--- src/rtl/asc_regs.svh ---
// register offsets, field positions, reset values and timing counts of the scan control block
`ifndef ASC_REGS_SVH
`define ASC_REGS_SVH

// ==========================================================
// register indices (byte address is four times the index)
`define ASC_IDX_DELAY 8'h0C
`define ASC_IDX_DEVICE_CONFIG_REGISTER 8'h10
`define ASC_IDX_SCAN_CONTROL_STATUS 8'h13
`define ASC_IDX_CMD 8'h14
`define ASC_IDX_IRQ_STAT 8'h15
`define ASC_IDX_IRQ_MASK 8'h16

// ==========================================================
// scan_control_status fields
`define ASC_BIT_COMPLETE 15
`define ASC_BIT_TIMEOUT 14
`define ASC_BIT_XFER 13
`define ASC_BIT_DSEL 12
`define ASC_BIT_AUTOOFF 11
`define ASC_DIAG_HI 10
`define ASC_DIAG_LO 8

// ==========================================================
// device_config_register and command fields
`define ASC_BIT_WDOG_DIS 0
`define ASC_OVS_HI 3
`define ASC_OVS_LO 1
`define ASC_BIT_START 0

// ==========================================================
// interrupt status bit positions
`define ASC_IRQ_COMPLETE 0
`define ASC_IRQ_TIMEOUT 1
`define ASC_IRQ_XFER 2

// ==========================================================
// reset values and timing
`define ASC_DELAY_RST 16'h0808
`define ASC_DEVICE_CONFIG_REGISTER_RST 4'h0
`define ASC_WDOG_BASE_NS 2000
`define ASC_CLK_NS 10
`define ASC_WDOG_BASE_CYC (`ASC_WDOG_BASE_NS / `ASC_CLK_NS)

`endif

--- src/rtl/asc_pkg.sv ---
// types shared by the scan control block
package asc_pkg;

	typedef enum logic [1:0] {
		ASC_IDLE = 2'b00,
		ASC_SETTLE = 2'b01,
		ASC_MEASURE = 2'b10,
		ASC_XFER = 2'b11
	} asc_state_t;

	typedef enum logic [2:0] {
		ASC_DIAG_NONE = 3'b000,
		ASC_DIAG_SW_SHORT = 3'b001,
		ASC_DIAG_SW_OPEN = 3'b010,
		ASC_DIAG_ODD_OPEN = 3'b101,
		ASC_DIAG_EVEN_OPEN = 3'b110
	} asc_diag_t;

endpackage : asc_pkg

--- src/rtl/asc_ahb_slave.sv ---
// AHB-Lite slave front end with one wait state per transfer
`timescale 1ns/1ps
`default_nettype none
module asc_ahb_slave
	import asc_pkg::*;
(
	input wire logic hclk, // bus clock
	input wire logic hresetn, // async reset, active low
	input wire logic hsel, // slave select
	input wire logic [31:0] haddr, // byte address
	input wire logic [1:0] htrans, // transfer type
	input wire logic hwrite, // write when high
	input wire logic [2:0] hsize, // transfer size
	input wire logic [31:0] hwdata, // write data
	input wire logic hready, // bus ready
	output logic hreadyout, // slave ready
	output logic [31:0] hrdata, // read data
	output logic hresp, // always okay
	output logic [7:0] reg_idx, // register index of pending transfer
	output logic wr_en, // one-cycle write strobe
	output logic [31:0] wr_data, // write data with strobe
	input wire logic [31:0] rd_data // read value of reg_idx
);

	logic pend_reg;
	logic pend_wr_reg;

	// ==========================================================
	// address phase capture
	always_ff @(posedge hclk or negedge hresetn) begin
		if (!hresetn) begin
			pend_reg <= 1'b0;
			pend_wr_reg <= 1'b0;
			reg_idx <= 8'h00;
		end else if (hsel && hready && htrans[1] && hreadyout) begin
			pend_reg <= 1'b1;
			pend_wr_reg <= hwrite;
			reg_idx <= haddr[9:2];
		end else begin
			pend_reg <= 1'b0;
		end
	end

	// ==========================================================
	// data phase: one wait state, then answer
	always_ff @(posedge hclk or negedge hresetn) begin
		if (!hresetn) begin
			hreadyout <= 1'b1;
			hrdata <= 32'h0000_0000;
		end else if (pend_reg) begin
			hreadyout <= 1'b1;
			hrdata <= pend_wr_reg ? 32'h0000_0000 : rd_data;
		end else if (hsel && hready && htrans[1]) begin
			hreadyout <= 1'b0;
		end
	end

	assign hresp = 1'b0;
	assign wr_en = pend_reg && pend_wr_reg;
	assign wr_data = hwdata;

endmodule : asc_ahb_slave
`default_nettype wire

--- src/rtl/asc_timer.sv ---
// loadable down counter giving a one-cycle pulse on expiry
`timescale 1ns/1ps
`default_nettype none
module asc_timer
	import asc_pkg::*;
#(
	parameter int W = 24
) (
	input wire logic hclk, // clock
	input wire logic hresetn, // async reset, active low
	input wire logic load, // start counting from load_val
	input wire logic [W-1:0] load_val, // cycles until expiry
	input wire logic stop, // abandon count
	output logic expire // one-cycle pulse
);

	logic [W-1:0] cnt_reg;
	logic run_reg;

	always_ff @(posedge hclk or negedge hresetn) begin
		if (!hresetn) begin
			cnt_reg <= '0;
			run_reg <= 1'b0;
			expire <= 1'b0;
		end else begin
			expire <= 1'b0;
			if (load) begin
				cnt_reg <= load_val;
				run_reg <= 1'b1;
			end else if (stop) begin
				run_reg <= 1'b0;
			end else if (run_reg) begin
				if (cnt_reg <= W'(1)) begin
					run_reg <= 1'b0;
					expire <= 1'b1;
				end else begin
					cnt_reg <= cnt_reg - W'(1);
				end
			end
		end
	end

endmodule : asc_timer
`default_nettype wire

--- src/rtl/asc_scan_ctrl.sv ---
// scan control and status block of a cell-voltage acquisition sequencer
//
// The AHB-Lite slave port was chosen for this implementation.
`timescale 1ns/1ps
`default_nettype none
`include "asc_regs.svh"
module asc_scan_ctrl
	import asc_pkg::*;
#(
	parameter int WDOG_W = 24,
	parameter int WDOG_BASE = `ASC_WDOG_BASE_CYC
) (
	input wire logic hclk, // bus and core clock
	input wire logic hresetn, // async reset, active low
	input wire logic hsel, // slave select
	input wire logic [31:0] haddr, // byte address
	input wire logic [1:0] htrans, // transfer type
	input wire logic hwrite, // write when high
	input wire logic [2:0] hsize, // transfer size
	input wire logic [31:0] hwdata, // write data
	input wire logic hready, // bus ready
	output logic hreadyout, // slave ready
	output logic [31:0] hrdata, // read data
	output logic hresp, // response, always okay
	input wire logic meas_done, // pulse: measurement finished
	input wire logic xfer_done, // pulse: results now in data registers
	output logic meas_start_reg, // pulse: begin measuring
	output logic xfer_req_reg, // pulse: move all results at once
	output logic balance_open_reg, // force balancing switches open
	output logic diag_override_reg, // diagnostic overrides enables and mux
	output logic [3:0] diag_test_reg, // short, open, odd, even one-hot
	output logic alert_update_reg, // pulse: refresh balance switch alerts
	output logic irq_reg // level interrupt
);

	logic [7:0] reg_idx;
	logic wr_en;
	logic [31:0] wr_data;
	logic [31:0] rd_data;
	logic [31:0] hrdata_w;
	logic hreadyout_w;
	logic hresp_w;

	asc_state_t state_reg, state_next;
	logic complete_reg, timeout_reg, xfer_flag_reg;
	logic dsel_reg, auto_off_reg;
	logic [2:0] diag_reg;
	logic [15:0] delay_reg;
	logic [3:0] device_config_register_reg;
	logic [2:0] irq_stat_reg, irq_mask_reg;
	logic start_req;
	logic wr_ctrl;
	logic settle_load, settle_exp;
	logic wdog_load, wdog_exp, wdog_stop;
	logic [7:0] settle_val;
	logic [WDOG_W-1:0] wdog_val;
	logic set_complete, set_timeout, set_xfer;
	logic busy;

	// ==========================================================
	// bus front end
	asc_ahb_slave u_bus (
		.hclk(hclk),
		.hresetn(hresetn),
		.hsel(hsel),
		.haddr(haddr),
		.htrans(htrans),
		.hwrite(hwrite),
		.hsize(hsize),
		.hwdata(hwdata),
		.hready(hready),
		.hreadyout(hreadyout_w),
		.hrdata(hrdata_w),
		.hresp(hresp_w),
		.reg_idx(reg_idx),
		.wr_en(wr_en),
		.wr_data(wr_data),
		.rd_data(rd_data)
	);

	assign hreadyout = hreadyout_w;
	assign hrdata = hrdata_w;
	assign hresp = hresp_w;

	// ==========================================================
	// register read mux; unmapped indices read zero
	always_comb begin
		rd_data = 32'h0000_0000;
		case (reg_idx)
			`ASC_IDX_DELAY: rd_data[15:0] = delay_reg;
			`ASC_IDX_DEVICE_CONFIG_REGISTER: rd_data[3:0] = device_config_register_reg;
			`ASC_IDX_SCAN_CONTROL_STATUS: rd_data[15:8] = {complete_reg, timeout_reg, xfer_flag_reg,
				dsel_reg, auto_off_reg, diag_reg};
			`ASC_IDX_CMD: rd_data[0] = busy;
			`ASC_IDX_IRQ_STAT: rd_data[2:0] = irq_stat_reg;
			`ASC_IDX_IRQ_MASK: rd_data[2:0] = irq_mask_reg;
			default: rd_data = 32'h0000_0000;
		endcase
	end

	assign wr_ctrl = wr_en && (reg_idx == `ASC_IDX_SCAN_CONTROL_STATUS);
	assign start_req = wr_en && (reg_idx == `ASC_IDX_CMD) && wr_data[`ASC_BIT_START];
	assign busy = (state_reg != ASC_IDLE);

	// ==========================================================
	// configuration registers written by software
	always_ff @(posedge hclk or negedge hresetn) begin
		if (!hresetn) begin
			delay_reg <= `ASC_DELAY_RST;
			device_config_register_reg <= `ASC_DEVICE_CONFIG_REGISTER_RST;
			irq_mask_reg <= 3'h0;
		end else if (wr_en) begin
			if (reg_idx == `ASC_IDX_DELAY) begin
				delay_reg <= wr_data[15:0];
			end
			if (reg_idx == `ASC_IDX_DEVICE_CONFIG_REGISTER) begin
				device_config_register_reg <= wr_data[3:0];
			end
			if (reg_idx == `ASC_IDX_IRQ_MASK) begin
				irq_mask_reg <= wr_data[2:0];
			end
		end
	end

	// mode bits are only taken while idle, so a scan never sees them change
	always_ff @(posedge hclk or negedge hresetn) begin
		if (!hresetn) begin
			dsel_reg <= 1'b0;
			auto_off_reg <= 1'b0;
			diag_reg <= 3'h0;
		end else if (wr_ctrl && !busy) begin
			dsel_reg <= wr_data[`ASC_BIT_DSEL];
			auto_off_reg <= wr_data[`ASC_BIT_AUTOOFF];
			diag_reg <= wr_data[`ASC_DIAG_HI:`ASC_DIAG_LO];
		end
	end

	// ==========================================================
	// sticky status flags: write zero clears, write one keeps, set wins
	always_ff @(posedge hclk or negedge hresetn) begin
		if (!hresetn) begin
			complete_reg <= 1'b0;
			timeout_reg <= 1'b0;
			xfer_flag_reg <= 1'b0;
		end else begin
			complete_reg <= set_complete || (complete_reg &&
				!(wr_ctrl && !wr_data[`ASC_BIT_COMPLETE]));
			timeout_reg <= set_timeout || (timeout_reg &&
				!(wr_ctrl && !wr_data[`ASC_BIT_TIMEOUT]));
			xfer_flag_reg <= set_xfer || (xfer_flag_reg &&
				!(wr_ctrl && !wr_data[`ASC_BIT_XFER]));
		end
	end

	// ==========================================================
	// sequencer
	always_comb begin
		state_next = state_reg;
		settle_load = 1'b0;
		wdog_load = 1'b0;
		set_complete = 1'b0;
		set_timeout = 1'b0;
		set_xfer = 1'b0;
		case (state_reg)
			ASC_IDLE: begin
				if (start_req && !complete_reg) begin
					wdog_load = !device_config_register_reg[`ASC_BIT_WDOG_DIS];
					settle_load = auto_off_reg;
					state_next = auto_off_reg ? ASC_SETTLE : ASC_MEASURE;
				end
			end
			ASC_SETTLE: begin
				if (settle_exp) begin
					state_next = ASC_MEASURE;
				end
			end
			ASC_MEASURE: begin
				if (meas_done) begin
					state_next = ASC_XFER;
				end
			end
			ASC_XFER: begin
				if (xfer_done) begin
					set_xfer = 1'b1;
					set_complete = 1'b1;
					state_next = ASC_IDLE;
				end
			end
			default: state_next = ASC_IDLE;
		endcase
		// overrun abandons the scan unreported as complete, unless completion is set in the same cycle
		if (busy && wdog_exp && !device_config_register_reg[`ASC_BIT_WDOG_DIS] && !set_complete) begin
			set_timeout = 1'b1;
			state_next = ASC_IDLE;
		end
	end

	always_ff @(posedge hclk or negedge hresetn) begin
		if (!hresetn) begin
			state_reg <= ASC_IDLE;
		end else begin
			state_reg <= state_next;
		end
	end

	// ==========================================================
	// settle delay and watchdog timers
	assign settle_val = dsel_reg ? delay_reg[15:8] : delay_reg[7:0];
	// limit doubles with each oversampling step
	assign wdog_val = WDOG_W'(WDOG_BASE) << device_config_register_reg[`ASC_OVS_HI:`ASC_OVS_LO];
	assign wdog_stop = busy && (state_next == ASC_IDLE);

	asc_timer #(.W(8)) u_settle (
		.hclk(hclk),
		.hresetn(hresetn),
		.load(settle_load),
		.load_val(settle_val),
		.stop(wdog_stop),
		.expire(settle_exp)
	);

	asc_timer #(.W(WDOG_W)) u_wdog (
		.hclk(hclk),
		.hresetn(hresetn),
		.load(wdog_load),
		.load_val(wdog_val),
		.stop(wdog_stop),
		.expire(wdog_exp)
	);

	// ==========================================================
	// datapath and switch control outputs
	always_ff @(posedge hclk or negedge hresetn) begin
		if (!hresetn) begin
			meas_start_reg <= 1'b0;
			xfer_req_reg <= 1'b0;
			alert_update_reg <= 1'b0;
		end else begin
			meas_start_reg <= (state_reg != ASC_MEASURE) && (state_next == ASC_MEASURE);
			xfer_req_reg <= (state_reg == ASC_MEASURE) && (state_next == ASC_XFER);
			alert_update_reg <= set_xfer && (diag_test_reg != 4'h0);
		end
	end

	always_ff @(posedge hclk or negedge hresetn) begin
		if (!hresetn) begin
			balance_open_reg <= 1'b0;
			diag_override_reg <= 1'b0;
			diag_test_reg <= 4'h0;
		end else begin
			balance_open_reg <= auto_off_reg && (state_next != ASC_IDLE);
			case (diag_reg)
				ASC_DIAG_SW_SHORT: diag_test_reg <= 4'b1000;
				ASC_DIAG_SW_OPEN: diag_test_reg <= 4'b0100;
				ASC_DIAG_ODD_OPEN: diag_test_reg <= 4'b0010;
				ASC_DIAG_EVEN_OPEN: diag_test_reg <= 4'b0001;
				default: diag_test_reg <= 4'b0000;
			endcase
			diag_override_reg <= (diag_reg != 3'h0) && (state_next != ASC_IDLE);
		end
	end

	// ==========================================================
	// interrupt status: write one clears, set wins
	always_ff @(posedge hclk or negedge hresetn) begin
		if (!hresetn) begin
			irq_stat_reg <= 3'h0;
			irq_reg <= 1'b0;
		end else begin
			irq_stat_reg <= {set_xfer, set_timeout, set_complete} | (irq_stat_reg &
				~((wr_en && reg_idx == `ASC_IDX_IRQ_STAT) ? wr_data[2:0] : 3'h0));
			irq_reg <= |(irq_stat_reg & irq_mask_reg);
		end
	end
endmodule : asc_scan_ctrl
`default_nettype wire

--- config.mk ---
export PLATFORM = sky130hd
export DESIGN_NAME = asc_scan_ctrl
export DESIGN_NICKNAME = d
export VERILOG_FILES = /design/src/rtl/asc_pkg.sv /design/src/rtl/asc_ahb_slave.sv /design/src/rtl/asc_timer.sv /design/src/rtl/asc_scan_ctrl.sv
export VERILOG_INCLUDE_DIRS = /design/src /design/src/rtl
export SDC_FILE = /design/constraint.sdc
export NUM_CORES = 1
export LEC_CHECK = 0
export ABC_AREA = 0
export BUFFER_PORTS_ARGS = -buffer_cell sky130_fd_sc_hd__buf_2
export CAP_MARGIN = 30
export CORE_ASPECT_RATIO = 0.8
export CORE_MARGIN = 1
export CORE_UTILIZATION = 49
export CTS_CLUSTER_SIZE = 12
export DETAILED_ROUTE_END_ITERATION = 10
export HOLD_SLACK_MARGIN = 0.06
export PLACE_DENSITY = 0.75
export SLEW_MARGIN = 20
export SYNTH_ARGS = -nofsm -noshare
export SYNTH_HDL_FRONTEND = slang
export SYNTH_SLANG_ARGS = --single-unit
--- constraint.sdc ---
create_clock -name hclk -period 2.9 [get_ports hclk]
set_clock_uncertainty 0.2 [all_clocks]
set_input_delay 0.145 -clock hclk [delete_from_list [all_inputs] [get_ports hclk]]
set_output_delay 0.145 -clock hclk [all_outputs]
set_load 0.005 [all_outputs]
# Yosys cells after proc, flatten, opt, wreduce, memory -nomap -nowiden

Cells that the tools add are included.
W data, S select, Z words.

Output and inout bits: 44
Flip-flop bits (word level): 125
Input bits: 76

Mux-type cells: 50
Shifts and indexed selects: 1
Equal/unequal tests: 20
Bitwise gates (word level): 4
Order comparisons: 2
$add $sub $neg: 2
Reduce and logical (&&, ||, !) cells: 53

Operators with widths:

| kind                    | number |
|---|---|
| $mux W24                | 4 |
| $eq A8 B5 Y1 const B    | 5 |
| $mux W8                 | 5 |
| $mux W1                 | 26 |
| $logic_and A1 B1 Y1     | 25 |
| $le A24 B1 Y1 const B   | 1 |
| $shl A8 B3 Y24 const A  | 1 |
| $sub A24 B1 Y24 const B | 1 |
| $mux W16                | 1 |
| $pmux W2 S4             | 2 |
| $pmux W4 S4             | 1 |
| $pmux W8 S2             | 1 |
| $mux W2                 | 6 |
| $logic_not A1 Y1        | 10 |
| $reduce_bool A2 Y1      | 5 |
| $eq A2 B2 Y1 const B    | 4 |
| $eq A8 B4 Y1 const B    | 1 |
| $le A8 B1 Y1 const B    | 1 |
| $sub A8 B1 Y8 const B   | 1 |
| $and A3 B3 Y3           | 2 |
| $eq A3 B3 Y1 const B    | 2 |
| $ne A2 B2 Y1 const B    | 3 |
| $reduce_and A2 Y1       | 3 |
| $reduce_and A3 Y1       | 2 |
| other kinds (15)        | 19 |

# Longest topological paths before layout

Word-level depth: 11
Mapped depth: 10

# Cells and area by module

A second synthesis with hierarchy kept.

Cells, all modules: 661
Area total of the unflattened synthesis: 6779.0 µm²

Modules (own cells, without submodules):

| module               | seq. area each (µm²) | times used | cells an instance | area an instance (µm²) |
|---|---|---|---|---|
| asc_scan_ctrl        | 1153.6               | 1          | 210               | 2512.4 |
| asc_ahb_slave        | 1077.3               | 1          | 195               | 2034.5 |
| asc_timer (u_wdog)   | 650.6                | 1          | 192               | 1637.8 |
| asc_timer (u_settle) | 250.2                | 1          | 64                | 594.3 |

# Least setup slack after synthesis

No wires, ideal clock.

Path kind: reg-to-reg
From: register u_wdog.cnt_reg[18]
To: register u_wdog.cnt_reg[19]
Slack: 0.134 ns
Path buffers: 1
Cell stages (with the launch flop): 8
Data arrival time: 2.446 ns
Cell sequence: dfrtp_1 or4_4 or4_4 o41ai_4 a22o_4 inv_4 buf_6 a31o_2

Longest elaborated chain between the ends: 5
Elaborated cells between the ends (all ways): 8
Classes of those cells: add/sub: 1; order compare: 1; eq/ne: 1; mux: 4; reduce/logical: 1

Ends and longest elaborated chain:

| item                   | RTL line        | RTL |
|---|---|---|
| start, declared        | asc_timer.sv:17 | `logic [W-1:0] cnt_reg;` |
| start signal, assigned | asc_timer.sv:28 | `cnt_reg <= load_val;` |
| start signal, assigned | asc_timer.sv:37 | `cnt_reg <= cnt_reg - W'(1);` |
| $sub A24 B1 Y24        | asc_timer.sv:37 |  |
| $mux W24               | asc_timer.sv:33 | `if (cnt_reg <= W'(1)) begin` |
| $mux W24               | asc_timer.sv:32 | `end else if (run_reg) begin` |
| $mux W24               | asc_timer.sv:30 | `end else if (stop) begin` |
| $mux W24               | asc_timer.sv:27 | `if (load) begin` |

Several ways; a longest one is shown, not always the timed one. The select of a mux whose other input is x is not followed.
A chain may end at the register's enable or synchronous reset.

# Worst setup path after layout

From: register u_bus.reg_idx[0]
To: register u_wdog.cnt_reg[18]

Longest elaborated chain between the ends: 11
Elaborated cells between the ends (all ways): 16
Classes of those cells: eq/ne: 3; mux: 6; reduce/logical: 7

Ends and longest elaborated chain:

| item                                | RTL line             | RTL |
|---|---|---|
| start, declared                     | asc_ahb_slave.sv:19  | `output logic [7:0] reg_idx,` |
| start signal, assigned              | asc_ahb_slave.sv:38  | `reg_idx <= haddr[9:2];` |
| $eq A8 B5 Y1 *                      | --                   |  |
| $logic_and A1 B1 Y1 * (2 in series) | asc_scan_ctrl.sv:102 | `` assign start_req = wr_en && (reg_idx == `ASC_IDX_CMD) && wr_data[`ASC_BIT_START]; `` |
| $logic_and A1 B1 Y1 *               | asc_scan_ctrl.sv:166 | `if (start_req && !complete_reg) begin` |
| $mux W2                             | asc_scan_ctrl.sv:166 |  |
| $pmux W2 S4                         | asc_scan_ctrl.sv:164 | `case (state_reg)` |
| $mux W2                             | asc_scan_ctrl.sv:192 | `` if (busy && wdog_exp && !device_config_register_reg[`ASC_BIT_WDOG_DIS] && !set_complete) begin `` |
| $logic_not A2 Y1                    | asc_scan_ctrl.sv:211 | `assign wdog_stop = busy && (state_next == ASC_IDLE);` |
| $logic_and A1 B1 Y1                 | asc_scan_ctrl.sv:211 |  |
| $ne A2 B1 Y1 (no source line)       | --                   |  |
| $reduce_and A3 Y1 (no source line)  | --                   |  |

Mark *: on every way between the ends. The rest lies on a longest branch, timed or not.

==> run summary <==
Outcome -> finished, final reports clean
CTS clk-pin slew, worst paths -> 0.07 ns
Post-synthesis cell area -> 5518 µm²
Synth area leader -> dfrtp_1
Drt pass-1 iters -> 5
Max reg flops -> 24
Vias in the first global route -> 4434
Max-cap violation count -> 0
# setup viols final -> 0
Crit-path max FO -> 9
Kind of path behind the tightest hold check -> input pin to register
Pwr/cell area -> 507.4 nW/µm²
Synth cell types -> 66
Syn Inst Count -> 546
Later-pin clock latency in the skew report -> 0.35 ns
First-pass GRT wire length -> 22140 µm
Final core utilization -> 0.6101
Register area -> 2731 µm²
Final Cycle Share -> 0.9474
Pin count of the biggest net entering global routing -> 72
Pint -> 2430 µW
Net Sw Frac -> 0.2821
GRT Total Usage -> 0.2414
Placed Cells -> 748
# fillers -> 858
Max Slew Vio Count -> 0
Commonest cells post-synth -> dfrtp_1, nand2_1, nor2_1, o21ai_0
EDFF count, synth -> 0
Inserted Clock Buffers -> 9
Clock sink total -> 109
Via count -> 4606
Rows -> 34
Clock buffer depth -> 2
DR iter-0 viols -> 240
Register area share after synthesis -> 0.4950
Fmax -> 364.0 MHz
Final Hold Fails -> 0
Layout Cells excl Fill -> 795
FFs w/ async S/R, synth -> 1.000
Initial core utilization -> 0.5047
Post-CTS setup buffer count -> 0
Top cells by area, synth -> dfrtp_1, mux2_2, nand2_1
Clk pwr share -> 0.347
IO buf count -> 58
Final Wtd Congestion -> 0.8454
CP endpoint kind -> register
Worst EP required -> 2.97 ns
H-tree Lvls -> 3
Hpwl dp -> 9236 µm
Root Buffer -> clkbuf_16
Psw -> 955.0 µW
Most common cell in the synthesized netlist -> dfrtp_1
Peak supply drop -> 0.2960 mV
#FFs+latches synth -> 109
Core box area -> 10930 µm²
Gr ovfl total -> 0
Yosys top cell area share -> 0.4807
IO Pins -> 120
Seq pwr share -> 0.497
# DRC -> 0
Antenna Cells -> 0
Routed WL -> 13390 µm
Critical Path Source Type -> register
Die Wd -> 120.6 µm
Initial antenna violation count -> 0
Area of the multi-input gates -> 2536 µm²
Lkg Pwr -> 0.003123 µW
Die footprint -> 11690 µm²
Main synth FF type -> dfrtp_1
Layout area overhead -> 20.88%
Synth warnings -> 0
Fin crit period -> 2.747 ns
RSZ-0062 raised after global routing -> false
Layout cells sized above 1 -> 0.2320
Die H -> 96.92 µm
Routed wire per std cell -> 16.84 µm
Vias per std cell -> 5.794
Worst setup path category -> register to register
Worst-Margin Slew -> 0.5411 ns
Post-route setup TNS -> 0 ns
WP data arrival -> 2.82 ns
Combinational power share -> 0.156
Slew margin rel. -> 0.6359
Final ANT Viol Nets -> 0
Overall power -> 3385 µW
Avg Cell Area, Syn -> 10.11 µm²
CTS tree -> yes
Final nets -> 730
-- cell usage in the layout (no fill, tap or decap), types with 10 or more instances in the layout --
cell type / Yosys / layout
buf_4: 18 / 25
inv_1: 19 / 19
nor2b_1: 10 / 10
o21ai_0: 32 / 32
buf_2: 0 / 57
dfrtp_1: 106 / 106
nand3_1: 18 / 17
nor3_1: 15 / 15
a21oi_1: 27 / 27
mux2_2: 27 / 27
nor2_1: 32 / 32
dlygate4sd3_1: 0 / 30
nand2_1: 54 / 54
conb_1: 1 / 17
a22oi_1: 13 / 13
o2bb2ai_1: 10 / 10
-- final cells by class --
| cell class | count | share of cell area |
|---|---|---|
| Sequential cell | 109 | 0.4095 |
| Multi-Input combinational cell | 390 | 0.3802 |
| Timing Repair Buffer | 116 | 0.1291 |
| Tap cell | 144 | 0.02701 |
| Clock inverter | 7 | 0.008816 |
| Inverter | 20 | 0.01163 |
| Clock buffer | 9 | 0.03376 |
-- stage by stage --
| step | setup slack [ns] | cell area (µm²) | hold slack (ns) |
|---|---|---|---|
| finish | 0.1526 | 6670 | 0.1588 |
| global route | 0.02692 | 6670 | 0.2177 |
| CTS | 0.02688 | 6621 | 0.1421 |
| detailed placement | 0.06271 | 6047 | 0.1407 |
| global placement | 0.08708 | 6047 | 0.1344 |
| floorplan | 0.1338 | 5578 | -0.3506 |
-- timing repair --
item,in CTS,in global routing
endpoints found under the hold margin,111,15
hold buffers,29,1
resized for setup,0,2
endpoints found under the setup margin,0,13
-- critical path, stage by stage, from the launching register on --
cell	delay [ns]
dfrtp_1	0.47
nor4bb_1	0.36
nand4_1	0.22
a31o_2	0.33
a22o_4	0.30
buf_12	0.15
or4_1	0.49
a21oi_1	0.16
-- routing by layer --
layer	wire length, µm	vias to the layer above	GRT usage
met5	0	-	0
met4	133	0	0.06743
met1	6357	2282	0.3480
met2	6299	150	0.3744
li1	-	2161	-
met3	599	13	0.04186
-- cell families (layout without fill, tap and decap cells) --
logic type	after synthesis	in the layout	synth area share
AND/OR/NAND/NOR	193	193	0.1855
AO/OA/AOI/OAI	137	137	0.1730
flip-flops	109	109	0.4950
buffers and inverters	63	152	0.05828
multiplexers	34	34	0.06780
adder cells (fa/ha/maj)	8	8	0.01814
other	1	17	0.0006796
XOR/XNOR	1	1	0.001588
-- power by group through the flow --
stage          Clock, µW  Sequential (µW)  Combinational [µW]
2_1_floorplan          0             1680                 329
3_3_place_gp           0             1700                 462
3_5_place_dp           0             1710                 485
4_1_cts             1200             1680                 518
5_1_grt             1260             1690                 591
6_report            1180             1680                 528
-- worst paths after layout --
path                                  startpoint             endpoint  slack [ns]  cells after the start
worst max-delay path            u_bus.reg_idx[0]   u_wdog.cnt_reg[18]        0.15                      7
worst min-delay path                        hsel    u_bus.pend_wr_reg        0.16                      4
worst max register to register  u_bus.reg_idx[0]   u_wdog.cnt_reg[18]        0.15                      7
worst min register to register   u_bus.hreadyout      u_bus.hreadyout        0.28                      2
max in group asynchronous                hresetn  u_settle.cnt_reg[4]        1.04                      5
min in group asynchronous                hresetn   u_wdog.cnt_reg[19]        0.54                      3
No activity file was read; power rests on OpenSTA's default activity.
